## src/cfg_regs_pkg.sv

```systemverilog
// How it works
// - modified-compliance bit sends modified pattern
// - skip bit inserts SKP sets in compliance
// - forced entry: bit 12 picks de-emphasis
// - status bit 0 shows de-emphasis at 5G
// - status bit undefined at 2.5G
// - slot capabilities two reads all zero
// - slot control/status two read zero
// - capability identifier reads 0x1
// - next pointer 0x0 upstream, 0xD0 downstream
// - version field reads 0x3
// - wake clock flag reads zero
// - force-compliance bit plus hot reset enters compliance
package cfg_regs_pkg;
    // ========================================
    // register indices, byte address = 4 * index
    localparam logic [9:0] LINK_CONTROL_TWO_IDX      = 10'h070;
    localparam logic [9:0] LINK_STATUS_TWO_IDX       = 10'h072;
    localparam logic [9:0] SLOT_CAPABILITIES_TWO_IDX = 10'h074;
    localparam logic [9:0] SLOT_CONTROL_TWO_IDX      = 10'h078;
    localparam logic [9:0] SLOT_STATUS_TWO_IDX       = 10'h07A;
    localparam logic [9:0] POWER_MGMT_CAP_HEADER_IDX = 10'h0C0;
    // ========================================
    // link control two field positions
    localparam int FORCE_COMPLIANCE_BIT  = 4;
    localparam int MODIFIED_COMPL_BIT    = 10;
    localparam int SKIP_INSERT_BIT       = 11;
    localparam int DEEMPH_SELECT_BIT     = 12;
    // ========================================
    // power management header constants
    localparam logic [7:0] CAPABILITY_ID_PM   = 8'h01;
    localparam logic [7:0] NEXT_PTR_UPSTREAM  = 8'h00;
    localparam logic [7:0] NEXT_PTR_DOWNSTRM  = 8'hD0;
    localparam logic [2:0] PM_SPEC_REVISION   = 3'h3;
    localparam logic       WAKE_CLOCK_REQ     = 1'h0;
    // ========================================
    // bus responses
    localparam logic [1:0] RESP_OKAY   = 2'h0;
    localparam logic [1:0] RESP_SLVERR = 2'h2;
    // ========================================
    // link state seen from the training logic
    typedef struct packed {
        logic in_compliance;     // ltssm in polling.compliance
        logic entered_by_force;  // entry came from forced compliance
        logic hot_reset;         // hot reset seen on the link
        logic rate_5g;           // link running at 5.0 gbps
        logic cur_deemph_35db;   // de-emphasis in use, 1 = -3.5 db
        logic sel_deemph_35db;   // normal selectable de-emphasis
    } link_state_t;
    // controls toward the transmitter
    typedef struct packed {
        logic send_modified;     // modified compliance pattern
        logic insert_skp;        // periodic skp ordered sets
        logic tx_deemph_35db;    // transmit de-emphasis, 1 = -3.5 db
        logic enter_compliance;  // request held while hot reset is seen
    } phy_ctrl_t;
endpackage

```

## src/cfg_regs.sv

```systemverilog
// The AXI4-Lite slave port was chosen for this implementation.
`timescale 1ns/10ps
module cfg_regs (
    // clock and reset
    input  wire logic                      core_clk_i,
    input  wire logic                      resetn_i,
    // non-sticky reset (hot reset of the port)
    input  wire logic                      soft_reset_i,
    // port role strap, high on the upstream port
    input  wire logic                      upstream_port_i,
    // next pointer write unlock
    input  wire logic                      cfg_unlock_i,
    // link state in, transmitter control out
    input  wire cfg_regs_pkg::link_state_t link_state_i,
    output cfg_regs_pkg::phy_ctrl_t        phy_ctrl_o,
    // axi4-lite write address
    input  wire logic [11:0]               s_axi_awaddr_i,
    input  wire logic                      s_axi_awvalid_i,
    output logic                           s_axi_awready_o,
    // axi4-lite write data
    input  wire logic [31:0]               s_axi_wdata_i,
    input  wire logic [3:0]                s_axi_wstrb_i,
    input  wire logic                      s_axi_wvalid_i,
    output logic                           s_axi_wready_o,
    // axi4-lite write response
    output logic [1:0]                     s_axi_bresp_o,
    output logic                           s_axi_bvalid_o,
    input  wire logic                      s_axi_bready_i,
    // axi4-lite read address
    input  wire logic [11:0]               s_axi_araddr_i,
    input  wire logic                      s_axi_arvalid_i,
    output logic                           s_axi_arready_o,
    // axi4-lite read data
    output logic [31:0]                    s_axi_rdata_o,
    output logic [1:0]                     s_axi_rresp_o,
    output logic                           s_axi_rvalid_o,
    input  wire logic                      s_axi_rready_i
);

    // ========================================
    // reset synchroniser
    logic rst_meta_r;   // first stage, read only by second
    logic rst_sync_r;   // released reset used everywhere
    logic rst_n;

    // release is synchronous, assertion is not
    always_ff @(posedge core_clk_i or negedge resetn_i) begin
        if (!resetn_i) begin
            rst_meta_r <= 1'b0;
            rst_sync_r <= 1'b0;
        end else begin
            rst_meta_r <= 1'b1;
            rst_sync_r <= rst_meta_r;
        end
    end
    assign rst_n = rst_sync_r;

    // ========================================
    // address decode
    // known register index, mapped or not
    function automatic logic is_mapped(input logic [11:0] addr);
        logic [9:0] idx;
        idx = addr[11:2];
        is_mapped = (idx == cfg_regs_pkg::LINK_CONTROL_TWO_IDX)
                 || (idx == cfg_regs_pkg::LINK_STATUS_TWO_IDX)
                 || (idx == cfg_regs_pkg::SLOT_CAPABILITIES_TWO_IDX)
                 || (idx == cfg_regs_pkg::SLOT_CONTROL_TWO_IDX)
                 || (idx == cfg_regs_pkg::SLOT_STATUS_TWO_IDX)
                 || (idx == cfg_regs_pkg::POWER_MGMT_CAP_HEADER_IDX);
    endfunction

    // ========================================
    // register state
    logic       force_compliance_r;    // sticky
    logic       force_compliance_nxt;
    logic       modified_compl_r;      // sticky
    logic       modified_compl_nxt;
    logic       skip_insert_r;         // sticky
    logic       skip_insert_nxt;
    logic       deemph_select_r;       // sticky
    logic       deemph_select_nxt;
    logic [7:0] next_ptr_r;            // reloaded from the strap by hot reset
    logic [7:0] next_ptr_nxt;
    logic       strap_done_r;          // strap caught once
    logic       strap_done_nxt;

    // ========================================
    // bus state
    logic        aw_held_r;
    logic        aw_held_nxt;
    logic [11:0] aw_addr_r;
    logic [11:0] aw_addr_nxt;
    logic        w_held_r;
    logic        w_held_nxt;
    logic [31:0] w_data_r;
    logic [31:0] w_data_nxt;
    logic [3:0]  w_strb_r;
    logic [3:0]  w_strb_nxt;
    logic        bvalid_r;
    logic        bvalid_nxt;
    logic [1:0]  bresp_r;
    logic [1:0]  bresp_nxt;
    logic        rvalid_r;
    logic        rvalid_nxt;
    logic [31:0] rdata_r;
    logic [31:0] rdata_nxt;
    logic [1:0]  rresp_r;
    logic [1:0]  rresp_nxt;

    cfg_regs_pkg::phy_ctrl_t phy_ctrl_r;
    cfg_regs_pkg::phy_ctrl_t phy_ctrl_nxt;

    // ready terms: one write and one read in flight
    assign s_axi_awready_o = !aw_held_r && !bvalid_r;
    assign s_axi_wready_o  = !w_held_r && !bvalid_r;
    assign s_axi_arready_o = !rvalid_r;
    assign s_axi_bvalid_o  = bvalid_r;
    assign s_axi_bresp_o   = bresp_r;
    assign s_axi_rvalid_o  = rvalid_r;
    assign s_axi_rdata_o   = rdata_r;
    assign s_axi_rresp_o   = rresp_r;
    assign phy_ctrl_o      = phy_ctrl_r;

    // ========================================
    // read value of one register
    logic [31:0] lc2_word;   // link control two, lower fields read 0
    logic [31:0] ls2_word;
    logic [31:0] pm_word;
    always_comb begin
        lc2_word = 32'h0000_0000;
        lc2_word[cfg_regs_pkg::FORCE_COMPLIANCE_BIT] = force_compliance_r;
        lc2_word[cfg_regs_pkg::MODIFIED_COMPL_BIT]   = modified_compl_r;
        lc2_word[cfg_regs_pkg::SKIP_INSERT_BIT]      = skip_insert_r;
        lc2_word[cfg_regs_pkg::DEEMPH_SELECT_BIT]    = deemph_select_r;
        // at 2.5g the bit means nothing, so read zero there
        ls2_word = {31'h0000_0000,
                    link_state_i.rate_5g & link_state_i.cur_deemph_35db};
        // upper header bits lie outside this block and read zero
        pm_word = {12'h000,
                   cfg_regs_pkg::WAKE_CLOCK_REQ,
                   cfg_regs_pkg::PM_SPEC_REVISION,
                   next_ptr_r,
                   cfg_regs_pkg::CAPABILITY_ID_PM
                  };
    end

    // ========================================
    // bus and register next state
    always_comb begin
        aw_held_nxt          = aw_held_r;
        aw_addr_nxt          = aw_addr_r;
        w_held_nxt           = w_held_r;
        w_data_nxt           = w_data_r;
        w_strb_nxt           = w_strb_r;
        bvalid_nxt           = bvalid_r;
        bresp_nxt            = bresp_r;
        rvalid_nxt           = rvalid_r;
        rdata_nxt            = rdata_r;
        rresp_nxt            = rresp_r;
        force_compliance_nxt = force_compliance_r;
        modified_compl_nxt   = modified_compl_r;
        skip_insert_nxt      = skip_insert_r;
        deemph_select_nxt    = deemph_select_r;
        next_ptr_nxt         = next_ptr_r;
        strap_done_nxt       = 1'b1;

        // strap caught on the first cycle after release
        if (!strap_done_r) begin
            next_ptr_nxt = upstream_port_i ? cfg_regs_pkg::NEXT_PTR_UPSTREAM
                                           : cfg_regs_pkg::NEXT_PTR_DOWNSTRM;
        end

        // address and data may arrive in either order
        if (s_axi_awvalid_i && s_axi_awready_o) begin
            aw_held_nxt = 1'b1;
            aw_addr_nxt = s_axi_awaddr_i;
        end
        if (s_axi_wvalid_i && s_axi_wready_o) begin
            w_held_nxt = 1'b1;
            w_data_nxt = s_axi_wdata_i;
            w_strb_nxt = s_axi_wstrb_i;
        end

        // both halves held: perform the write
        if (aw_held_r && w_held_r) begin
            aw_held_nxt = 1'b0;
            w_held_nxt  = 1'b0;
            bvalid_nxt  = 1'b1;
            bresp_nxt   = is_mapped(aw_addr_r) ? cfg_regs_pkg::RESP_OKAY
                                               : cfg_regs_pkg::RESP_SLVERR;
            case (aw_addr_r[11:2])
                cfg_regs_pkg::LINK_CONTROL_TWO_IDX: begin
                    // low lane holds the force bit
                    if (w_strb_r[0]) begin
                        force_compliance_nxt =
                            w_data_r[cfg_regs_pkg::FORCE_COMPLIANCE_BIT];
                    end
                    // high lane holds the compliance fields
                    if (w_strb_r[1]) begin
                        modified_compl_nxt =
                            w_data_r[cfg_regs_pkg::MODIFIED_COMPL_BIT];
                        skip_insert_nxt =
                            w_data_r[cfg_regs_pkg::SKIP_INSERT_BIT];
                        deemph_select_nxt =
                            w_data_r[cfg_regs_pkg::DEEMPH_SELECT_BIT];
                    end
                end
                cfg_regs_pkg::POWER_MGMT_CAP_HEADER_IDX: begin
                    // pointer only writable while unlocked
                    if (w_strb_r[1] && cfg_unlock_i) begin
                        next_ptr_nxt = w_data_r[15:8];
                    end
                end
                default: begin
                    // read-only and reserved words drop the write
                end
            endcase
        end

        // response lasts until the master takes it
        if (bvalid_r && s_axi_bready_i) begin
            bvalid_nxt = 1'b0;
        end

        // read: capture value on address handshake
        if (s_axi_arvalid_i && s_axi_arready_o) begin
            rvalid_nxt = 1'b1;
            rresp_nxt  = is_mapped(s_axi_araddr_i) ? cfg_regs_pkg::RESP_OKAY
                                                   : cfg_regs_pkg::RESP_SLVERR;
            case (s_axi_araddr_i[11:2])
                cfg_regs_pkg::LINK_CONTROL_TWO_IDX:      rdata_nxt = lc2_word;
                cfg_regs_pkg::LINK_STATUS_TWO_IDX:       rdata_nxt = ls2_word;
                cfg_regs_pkg::POWER_MGMT_CAP_HEADER_IDX: rdata_nxt = pm_word;
                // slot words and unmapped reads are all zero
                default:                                 rdata_nxt = 32'h0000_0000;
            endcase
        end else if (rvalid_r && s_axi_rready_i) begin
            rvalid_nxt = 1'b0;
        end

        // hot reset reloads non-sticky state only
        if (soft_reset_i && strap_done_r) begin
            next_ptr_nxt = upstream_port_i ? cfg_regs_pkg::NEXT_PTR_UPSTREAM
                                           : cfg_regs_pkg::NEXT_PTR_DOWNSTRM;
        end
    end

    // ========================================
    // transmitter control next state
    // registered so the phy sees glitch-free levels
    always_comb begin
        phy_ctrl_nxt = '0;
        // modified pattern only inside polling.compliance
        phy_ctrl_nxt.send_modified =
            modified_compl_r & link_state_i.in_compliance;
        // skp insertion covers both patterns
        phy_ctrl_nxt.insert_skp =
            skip_insert_r & link_state_i.in_compliance;
        // forced entry uses the compliance select
        if (link_state_i.in_compliance && link_state_i.entered_by_force) begin
            phy_ctrl_nxt.tx_deemph_35db = deemph_select_r;
        end else begin
            phy_ctrl_nxt.tx_deemph_35db = link_state_i.sel_deemph_35db;
        end
        // request follows each hot reset while set
        phy_ctrl_nxt.enter_compliance =
            force_compliance_r & link_state_i.hot_reset;
    end

    // ========================================
    // state registers
    always_ff @(posedge core_clk_i or negedge rst_n) begin
        if (!rst_n) begin
            aw_held_r          <= 1'b0;
            aw_addr_r          <= 12'h000;
            w_held_r           <= 1'b0;
            w_data_r           <= 32'h0000_0000;
            w_strb_r           <= 4'h0;
            bvalid_r           <= 1'b0;
            bresp_r            <= cfg_regs_pkg::RESP_OKAY;
            rvalid_r           <= 1'b0;
            rdata_r            <= 32'h0000_0000;
            rresp_r            <= cfg_regs_pkg::RESP_OKAY;
            // compliance fields default to zero
            force_compliance_r <= 1'b0;
            modified_compl_r   <= 1'b0;
            skip_insert_r      <= 1'b0;
            deemph_select_r    <= 1'b0;
            next_ptr_r         <= cfg_regs_pkg::NEXT_PTR_UPSTREAM;
            strap_done_r       <= 1'b0;
            phy_ctrl_r         <= '0;
        end else begin
            aw_held_r          <= aw_held_nxt;
            aw_addr_r          <= aw_addr_nxt;
            w_held_r           <= w_held_nxt;
            w_data_r           <= w_data_nxt;
            w_strb_r           <= w_strb_nxt;
            bvalid_r           <= bvalid_nxt;
            bresp_r            <= bresp_nxt;
            rvalid_r           <= rvalid_nxt;
            rdata_r            <= rdata_nxt;
            rresp_r            <= rresp_nxt;
            force_compliance_r <= force_compliance_nxt;
            modified_compl_r   <= modified_compl_nxt;
            skip_insert_r      <= skip_insert_nxt;
            deemph_select_r    <= deemph_select_nxt;
            next_ptr_r         <= next_ptr_nxt;
            strap_done_r       <= strap_done_nxt;
            phy_ctrl_r         <= phy_ctrl_nxt;
        end
    end

endmodule

```

## config.mk

```make
export PLATFORM = sky130hd
export DESIGN_NAME = cfg_regs
export DESIGN_NICKNAME = d
export VERILOG_FILES = /design/src/cfg_regs_pkg.sv /design/src/cfg_regs.sv
export SDC_FILE = /design/constraint.sdc
export NUM_CORES = 1
export LEC_CHECK = 0
export BUFFER_PORTS_ARGS = -buffer_cell sky130_fd_sc_hd__buf_2
export CORE_MARGIN = 3
export CORE_UTILIZATION = 50
export DETAILED_ROUTE_END_ITERATION = 10
export PLACE_DENSITY_LB_ADDON = 0.25
export RECOVER_POWER = 100
export SLEW_MARGIN = 5
export SYNTH_ARGS = -nofsm -noshare
export SYNTH_HDL_FRONTEND = slang
export SYNTH_SLANG_ARGS = --single-unit
```

## constraint.sdc

```tcl
create_clock -name core_clk_i -period 5.9 [get_ports core_clk_i]
set_clock_uncertainty 0.15 [all_clocks]
set_input_delay 0.885 -clock core_clk_i [delete_from_list [all_inputs] [get_ports core_clk_i]]
set_output_delay 0.885 -clock core_clk_i [all_outputs]
set_load 0.02 [all_outputs]
```

After elaboration in Yosys (flattened, before gate mapping) --
Cells that the tools add are included.
Storage, ports and cells: register bits 89, bits of input ports 76, output and inout port bits 45
Operators by class: eq/ne operators 12, bitwise gates (word level) 4, reduce and logical (&&, ||, !) cells 31, multiplexer cells 18
Operator list (number):
- 10-bit by 7-bit equality test with 1-bit output (second input constant) | 10
- 18-bit case mux with 3 select lines | 1
- 8-bit two-way mux | 6
- 10-bit by 8-bit equality test with 1-bit output (second input constant) | 2
- 1-bit logical AND | 11
- 1-bit logical OR | 10
- 1-bit two-way mux | 9
- 2-bit nonzero test | 4
- 3-bit AND reduction | 2
- 1-bit AND | 4
- 1-bit zero test | 4
- 2-bit two-way mux | 2

Longest topological paths before layout --
Gate-level depths: netlist of run 1.
depth in word-level cells 7, gate-level depth with buffers 6, mapped depth without buffers 4

Worst setup path before layout of run 1 --
No wires, ideal clock.
path kind input to register, from in s_axi_araddr_i[2], to reg rdata_r[13] (netlist: s_axi_rdata_o[13]), cell stages on the path 5, required time 5.684 ns, slack 3.582 ns, arrival time 2.103 ns, path through or3_1 > nor3_1 > and2_0 > clkbuf_1 > a22o_1
On the way: cells in the longest elaborated chain, start to end 2, elaborated cells on any way between the ends 4, classes of those cells eq/ne (3); mux (1)
Ends and longest elaborated chain:
- start: declaration | line cfg_regs.sv:30 | input wire logic [11:0] s_axi_araddr_i,
- 10-bit by 8-bit equality test with 1-bit output or 10-bit by 7-bit equality test with 1-bit output (tied branches) | line cfg_regs.sv:230 | case (s_axi_araddr_i[11:2])
- 18-bit case mux with 3 select lines * | line cfg_regs.sv:230
- end signal: assignment | line cfg_regs.sv:301 | rdata_r <= rdata_nxt;
- end: declaration | line cfg_regs.sv:105 | logic [31:0] rdata_r;
Mark *: on every way between the ends. The rest lies on a longest branch, timed or not. A chain may end at the register's enable or synchronous reset.

==> results of run 1 <==
## Yosys cell counts, types with 2 or more instances
master / n
a21o_1: 2
a22o_1: 5
o21ai_0: 15
dfrtp_1: 57
nand3_1: 18
buf_4: 23
nand2_1: 19
nand4b_1: 4
or3_1: 2
nor3_1: 2
conb_1: 2
a211o_1: 4
mux2_2: 22
a221o_2: 2
and3b_1: 2
and2_1: 5
nand2b_1: 8
a21oi_1: 3
nor2_1: 8
inv_1: 6
clkbuf_1: 7
o21ai_2: 2
## stage by stage
step	utilization	std cells	power (mW)	instance area [um^2]	setup slack [ps]
floorplan	-	259	0.758	2730	3580
global placement	0.604	365	0.813	2970	3340
global route	0.633	381	1.24	3110	2720
detailed placement	0.604	365	0.825	2970	3330
finish	0.633	381	1.16	3110	3240
CTS	0.645	381	1.19	3170	3660
## area by class of cell
| class | instances | area [um^2] |
|---|---|---|
| clock buffer | 13 | 159 |
| sequential | 57 | 1430 |
| fill | 455 | 1800 |
| multi-input combinational | 165 | 1060 |
| inverter | 6 | 22.5 |
| timing repair buffer | 70 | 317 |
| clock inverter | 3 | 40.0 |
| tap | 67 | 83.8 |
## routing by layer
metal  vias up  share of wire  GRT usage
li1        934              -          -
met1       920           0.44      0.216
met2        74           0.46      0.261
met3         4          0.088     0.0624
met4         0         0.0087     0.0629
met5         -              0          0
## logic make-up after synthesis
| logic type | count (synthesis) | share of synthesized area |
|---|---|---|
| muxes | 23 | 0.0973 |
| and+or+nand+nor | 80 | 0.172 |
| other | 2 | 0.00284 |
| AOI/OAI and AO/OA | 38 | 0.104 |
| DFF | 57 | 0.538 |
| buffers and inverters | 37 | 0.0850 |
## worst min-delay path by stage
| stage | from | to | cells past startpoint | slack [ps] |
|---|---|---|---|---|
| floorplan | rst_meta_r | rst_n | 0 | 180 |
| finish | resetn_i | rst_n | 1 | 170 |
| CTS | rst_n | w_data_r[10] | 0 | 90 |
| detailed placement | rst_n | w_data_r[10] | 0 | 90 |
| global route | resetn_i | rst_n | 1 | 160 |
| global placement | rst_n | phy_ctrl_o[1] | 0 | 90 |
## flip-flops by register name, summed over array words and instances (netlist names)
| name | cells |
|---|---|
| aw_held_r | 1 |
| next_ptr_r | 8 |
| skip_insert_r | 1 |
| deemph_select_r | 1 |
| strap_done_r | 1 |
| modified_compl_r | 1 |
| s_axi_rdata_o | 11 |
| phy_ctrl_o | 4 |
| w_strb_r | 2 |
| w_data_r | 9 |
| s_axi_rvalid_o | 1 |
| force_compliance_r | 1 |
| aw_addr_r | 10 |
| s_axi_rresp_o | 1 |
| s_axi_bvalid_o | 1 |
| rst_meta_r | 1 |
| w_held_r | 1 |
| s_axi_bresp_o | 1 |
| rst_n | 1 |
## power groups by stage
stage / clock network, mW / registers (mW) / logic [mW]
final: 0.358 / 0.551 / 0.252
after floorplan: 0 / 0.549 / 0.209
after detailed placement: 0 / 0.561 / 0.264
after CTS: 0.368 / 0.554 / 0.265
after global placement: 0 / 0.557 / 0.256
after global routing: 0.391 / 0.567 / 0.282
==> run summary, run 1 <==
RUN STATUS
---------------------------------------------------------------------------------
Status ............................................................. complete, but fails checks
Violated checks .................................................... max-capacitance violations, max-slew violations

WORST SETUP PATH
---------------------------------------------------------------------------------
Endpoint of the most critical register-to-register path ............ aw_addr_r[8]
Cell type of the slowest stage on the worst timing path ............     clkbuf_1
Total stage count of the critical path .............................            1
CP Max Fanout ......................................................           34
Required time of the critical path .................................      5840 ps
Worst Reg2Reg Path Length in Cells .................................            1
CP Cell Sequence ...................................................     clkbuf_1
Startpoint types ...................................................    flip-flop
Largest stage delay on the critical path ...........................      1360 ps
Critical path capture point type ...................................    async pin
Critical path class ................................................    reg2async
Arrival time of the worst setup path ...............................      2600 ps
Setup slack of the worst register-to-register path .................      3240 ps
CP bufs+invs .......................................................            1
Source of the worst register-to-register timing path ...............        rst_n
Delay-heaviest family, CP .......................................... buffers and inverters
Crit path from .....................................................        rst_n
CP endpoint ........................................................ aw_addr_r[8]

PWR
---------------------------------------------------------------------------------
Internal power contribution ........................................     0.817 mW
Combinational group share of total power ...........................        0.217
Fraction of power spent switching nets .............................        0.297
Proportion of power drawn by flip-flops and latches ................        0.475
Share of total power in the clock network ..........................        0.308
Peak VDD IR ........................................................     0.258 mV
Pwr dens ...........................................................  374 nW/um^2
Net load switching power ...........................................     0.345 mW
Leakage component of the power .....................................      1.47 nW

CELLS AND AREA
---------------------------------------------------------------------------------
Share of layout cells above drive strength 1 .......................        0.271
Final net count ....................................................          385
Commonest cells after routing, fill and taps aside ................. 57 x dfrtp_1, 43 x buf_2, 29 x clkbuf_1
Antenna Diode Count ................................................            0
Most common library cell in the layout ignoring fill and taps ......      dfrtp_1
Synth-to-Final Area Change .........................................        17.3%

LOGIC SYNTHESIS
---------------------------------------------------------------------------------
Area of the mapped netlist .........................................    2650 um^2
Gate count of the mapped netlist ...................................          237
Cell variety after synth ...........................................           41
Number of flops mapped to enable cells by yosys ....................            0
Post-synthesis sequential area ratio ...............................        0.538
Async set-reset flop share out of synthesis ........................         1.00
Leading post-synthesis cells by cell area .......................... dfrtp_1 54%, mux2_2 9.4%, buf_4 6.5%
Number of synthesized register bits ................................           57
Most area-hungry cell type in the Yosys netlist ....................      dfrtp_1
Area share of the largest cell type after synthesis ................        0.538
Average cell area after synthesis ..................................    11.2 um^2
Most used flip-flop cell after synthesis ...........................      dfrtp_1
Warnings, synthesis ................................................            0

CLOCK NETWORK
---------------------------------------------------------------------------------
Largest buffer count on any clock path .............................            2
Worst-path clk slew ................................................        70 ps
Number of sinks handled by clock tree synthesis ....................           57
Clock latency of the later-clocked register in the worst-skew pair .       330 ps
Htree depth ........................................................            3
Count of buffers added by post-CTS timing repair for setup .........            0
Clock buffer count from CTS ........................................            9
Number of buffers added to fix hold violations after cts ...........            0
Clock tree from TritonCTS ..........................................        built
Root buffer cell ...................................................     clkbuf_8
CTS resizes ........................................................            0

STA
---------------------------------------------------------------------------------
Hold slack .........................................................       174 ps
Period minus WS final ..............................................      2660 ps
Maximum clock frequency ............................................      376 MHz
Slew at the pin closest to its max-slew limit ......................      1790 ps
Headroom to the max-slew limit .....................................       -0.196
Fin. Hold Viols ....................................................            0
# setup viols final ................................................            0
RSZ-0062 raised after global routing ...............................           no
Post-route setup TNS ...............................................         0 ps
Fin. max-slew vios .................................................           35
Period utilisation layout ..........................................        0.451

GRT
---------------------------------------------------------------------------------
Number of antenna violations at the first check in global routing ..            0
Number of global-route vias before repair ..........................        1,789
Global-route wire length before repair .............................      8070 um
Maximum number of pins on one net before global-route repair .......           35
Total congestion overflow after global routing .....................            0
All-Layer GR Usage .................................................        0.168

ROUTE
---------------------------------------------------------------------------------
Total wirelength of the detailed-routed design .....................      4950 um
Count of unresolved DRC violations after routing ...................            0
Mean routed wirelength per cell ....................................      13.0 um
Post-route antenna net violation count .............................            0
Total number of vias ...............................................        1,932
First-pass DRT Iterations ..........................................            4
Detailed router's first-iteration violation count ..................           57
Drt via density ....................................................         5.07

PLACED DESIGN
---------------------------------------------------------------------------------
Number of buffers inserted by port buffering .......................           69
Placer congestion estimate .........................................        0.763
Detailed Place HPWL ................................................      3700 um

FLOORPLANNING
---------------------------------------------------------------------------------
Ports placed on the boundary .......................................          121
Die Footprint ......................................................    6210 um^2
Core Region ........................................................    4910 um^2
Die Span Y .........................................................      78.8 um
Die X-Extent .......................................................      78.8 um
Starting density of the core .......................................        0.539
Row Count ..........................................................           25

FLOW RUN
---------------------------------------------------------------------------------
Maximum capacitance violations .....................................            1

HOLD PATH
---------------------------------------------------------------------------------
Tightest Hold Check Type ...........................................     in2async

Power figures use the tool's default switching activity.
==> run 2, diff against run 1 <==
--- a/config.mk
+++ b/config.mk
@@ -5,9 +5,10 @@
 export SDC_FILE = /design/constraint.sdc
 export NUM_CORES = 1
 export LEC_CHECK = 0
+export ABC_AREA = 1
 export BUFFER_PORTS_ARGS = -buffer_cell sky130_fd_sc_hd__buf_2
 export CORE_MARGIN = 3
-export CORE_UTILIZATION = 50
+export CORE_UTILIZATION = 47
 export DETAILED_ROUTE_END_ITERATION = 10
 export PLACE_DENSITY_LB_ADDON = 0.25
 export RECOVER_POWER = 100
==> constraint.sdc (replaced) <==
create_clock -name core_clk_i -period 2.7 [get_ports core_clk_i]
set_clock_uncertainty 0.15 [all_clocks]
set_input_delay 0.405 -clock core_clk_i [delete_from_list [all_inputs] [get_ports core_clk_i]]
set_output_delay 0.405 -clock core_clk_i [all_outputs]
set_load 0.02 [all_outputs]
==> run 2 against run 1 <==
The run now ends clean; combinational power up 120%; count of clock-buffer cells in the layout unchanged; routed wire length up 2.6%; synthesized area up 3.3%; critical path type unchanged; critical endpoint is now s_axi_rdata_o[9].
==> run summary, run 2 <==
GRT
---------------------------------------------------------------------------------
Global-route wire length before repair .............................      8510 um   +5.5%
Number of antenna violations at the first check in global routing ..            0   unchanged
All-Layer GR Usage .................................................        0.166   -0.00240
Number of global-route vias before repair ..........................        1,984   +11%
Total congestion overflow after global routing .....................            0   unchanged
Maximum number of pins on one net before global-route repair .......           36   +2.9%

STA
---------------------------------------------------------------------------------
Headroom to the max-slew limit .....................................       0.0830   +0.279
Post-route setup TNS ...............................................         0 ps   unchanged
RSZ-0062 raised after global routing ...............................           no
# setup viols final ................................................            0   unchanged
Fin. Hold Viols ....................................................            0   unchanged
Period minus WS final ..............................................      1860 ps   -801 ps
Fin. max-slew vios .................................................            0   -100%
Slew at the pin closest to its max-slew limit ......................      1380 ps   -418 ps
Period utilisation layout ..........................................        0.688   +0.238
Maximum clock frequency ............................................      538 MHz   +43%

CLOCK NETWORK
---------------------------------------------------------------------------------
Worst-path clk slew ................................................        60 ps   about the same
Number of sinks handled by clock tree synthesis ....................           57   unchanged
CTS resizes ........................................................            0   unchanged
Clock tree from TritonCTS ..........................................        built
Htree depth ........................................................            3   unchanged
Root buffer cell ...................................................     clkbuf_8
Largest buffer count on any clock path .............................            2   unchanged
Clock latency of the later-clocked register in the worst-skew pair .       320 ps   about the same
Clock buffer count from CTS ........................................            9   unchanged

LOGIC SYNTHESIS
---------------------------------------------------------------------------------
Area of the mapped netlist .........................................    2740 um^2   +3.3%
Cell variety after synth ...........................................           29   -29%
Post-synthesis sequential area ratio ...............................        0.521   -0.0172
Gate count of the mapped netlist ...................................          303   +28%
Leading post-synthesis cells by cell area .......................... dfrtp_1 52%, nand2_1 8.6%, buf_4 6.6%
Most repeated cell in the gate-level netlist after synthesis .......      nand2_1
Async set-reset flop share out of synthesis ........................         1.00   unchanged
Number of synthesized register bits ................................           57   unchanged
Most frequent cells after synthesis ................................ 63 x nand2_1, 57 x dfrtp_1, 37 x inv_1
Most area-hungry cell type in the Yosys netlist ....................      dfrtp_1
Most used flip-flop cell after synthesis ...........................      dfrtp_1
Area share of the largest cell type after synthesis ................        0.521   -0.0172
Number of flops mapped to enable cells by yosys ....................            0   unchanged
Average cell area after synthesis ..................................    9.03 um^2   -19%
Warnings, synthesis ................................................            0   unchanged

CELLS AND AREA
---------------------------------------------------------------------------------
Antenna Diode Count ................................................            0   unchanged
Final net count ....................................................          456   +18%
Number of flip-flops under the largest register name ...............           11   unchanged
Non-filler instance count after layout .............................          454   +19%
Share of layout cells above drive strength 1 .......................        0.207   -0.0639
Commonest cells after routing, fill and taps aside ................. 65 x nand2_1, 57 x dfrtp_1, 45 x buf_2
Most common library cell in the layout ignoring fill and taps ......      nand2_1
Synth-to-Final Area Change .........................................        15.4%

RUN STATUS
---------------------------------------------------------------------------------
Status ............................................................. finished, final reports clean

ROUTE
---------------------------------------------------------------------------------
Mean routed wirelength per cell ....................................      11.2 um   -14%
Post-route antenna net violation count .............................            0   unchanged
Count of unresolved DRC violations after routing ...................            0   unchanged
Total wirelength of the detailed-routed design .....................      5080 um   +2.6%
First-pass DRT Iterations ..........................................            4   unchanged
Detailed router's first-iteration violation count ..................          109   +91%
Drt via density ....................................................         4.54   -10%
Total number of vias ...............................................        2,062   +6.7%

FLOORPLANNING
---------------------------------------------------------------------------------
Ports placed on the boundary .......................................          121   unchanged
Core Region ........................................................    5570 um^2   +14%
Row Count ..........................................................           27   +8.0%
Die Span Y .........................................................      82.3 um   +4.5%
Die X-Extent .......................................................      82.3 um   +4.5%
Starting density of the core .......................................        0.491   -0.0485
Die Footprint ......................................................    6770 um^2   +9.1%

PWR
---------------------------------------------------------------------------------
Peak VDD IR ........................................................     0.597 mV   +130%
Pwr dens ...........................................................  777 nW/um^2   +110%
Leakage component of the power .....................................      1.65 nW   +12%

WORST SETUP PATH
---------------------------------------------------------------------------------
Arrival time of the worst setup path ...............................      2120 ps   -480 ps
Source of the worst register-to-register timing path ...............        rst_n
Largest stage delay on the critical path ...........................      1260 ps   -100 ps
Critical path capture point type ...................................    async pin
CP bufs+invs .......................................................            1   unchanged
Startpoint types ...................................................    flip-flop
Crit path from .....................................................        rst_n
Delay-heaviest family, CP ..........................................   flip-flops
Required time of the critical path .................................      2960 ps   -2880 ps
CP Max Fanout ......................................................           35   +2.9%
Cell type of the slowest stage on the worst timing path ............      dfrtp_1
Critical path class ................................................    reg2async
CP Cell Sequence ...................................................     clkbuf_1

PLACED DESIGN
---------------------------------------------------------------------------------
Placer congestion estimate .........................................        0.760   -0.41%
Number of buffers inserted by port buffering .......................           69   unchanged
Number of placed instances with taps included ......................          440   +21%
Detailed Place HPWL ................................................      3800 um   +2.6%

HOLD PATH
---------------------------------------------------------------------------------
Beginning of the worst hold path ................................... s_axi_bready_i
Tightest Hold Check Type ...........................................       in2reg

FLOW RUN
---------------------------------------------------------------------------------
Maximum capacitance violations .....................................            0   -1

run 2: cell types whose count changed in the layout (fill, tap and decap cells not counted), moves of 5 or more:
cell	before	now
inv_1	6	37
nand3_1	18	10
nor2_2	0	5
nand2_1	19	65
mux2_2	22	8
a22o_1	5	0
nand4_1	0	11
nand2b_1	8	0
nor2_1	9	27
a21oi_1	3	15
run 2: layout make-up:
type / count / area, um^2
Fill cell: 554 / 2420
Sequential cell: 57 / 1430
Multi-Input combinational cell: 202 / 997
Timing Repair Buffer: 72 / 333
Clock buffer: 13 / 169
Inverter: 38 / 143
Tap cell: 72 / 90.1
run 2: per-layer routing:
metal	vias up	track usage	part of all wire	wire length [um]
met5	-	0	0	0
met4	0	0.0847	0.014	72
met3	6	0.0390	0.075	381
met2	64	0.278	0.46	2350
met1	915	0.198	0.45	2270
li1	1077	-	-	-
run 2: metrics by stage:
stage / utilization / power (mW) / setup WS, ps / instance area [um^2] / hold WS (ps)
6_report: 0.567 / 2.45 / 841 / 3160 / 112
3_3_place_gp: 0.549 / 1.83 / 1090 / 3060 / 39.9
5_1_grt: 0.567 / 2.64 / 472 / 3160 / 115
4_1_cts: 0.581 / 2.55 / 1000 / 3240 / 98.2
3_5_place_dp: 0.549 / 1.85 / 1100 / 3060 / 41.3
2_1_floorplan: - / 1.71 / 846 / 2820 / -40.6
run 2: cell families (layout without fill, tap and decap cells):
logic type,Yosys count,in the layout,share of synthesized area
compound gates,37,37,0.0700
buf+inv,66,123,0.129
other cells,2,24,0.00274
flops,57,57,0.521
mux,12,12,0.0535
simple gates,129,129,0.223
run 2: power by group:
part	switching [mW]	internal (mW)
registers	0.141	1.06
logic	0.345	0.221
clock network	0.297	0.393
total	0.783	1.67
run 2: final timing paths:
| kind | slack [ps] | cells past startpoint | endpoint |
|---|---|---|---|
| worst min-delay path | 110 | 2 | s_axi_bvalid_o |
| worst max register to register | 840 | 1 | s_axi_rdata_o[9] |
| min in group asynchronous | 240 | 2 | rst_meta_r |
| worst max-delay path | 840 | 1 | s_axi_rdata_o[9] |
| worst min register to register | 200 | 0 | rst_n |
| max in group core_clk_i | 890 | 6 | next_ptr_r[1] |
run 2: repair_timing:
item | 4_1_cts | 5_1_grt
hold endpoints to repair | 2 | 0
buffers inserted | 0 | 0
hold buffers | 1 | 0
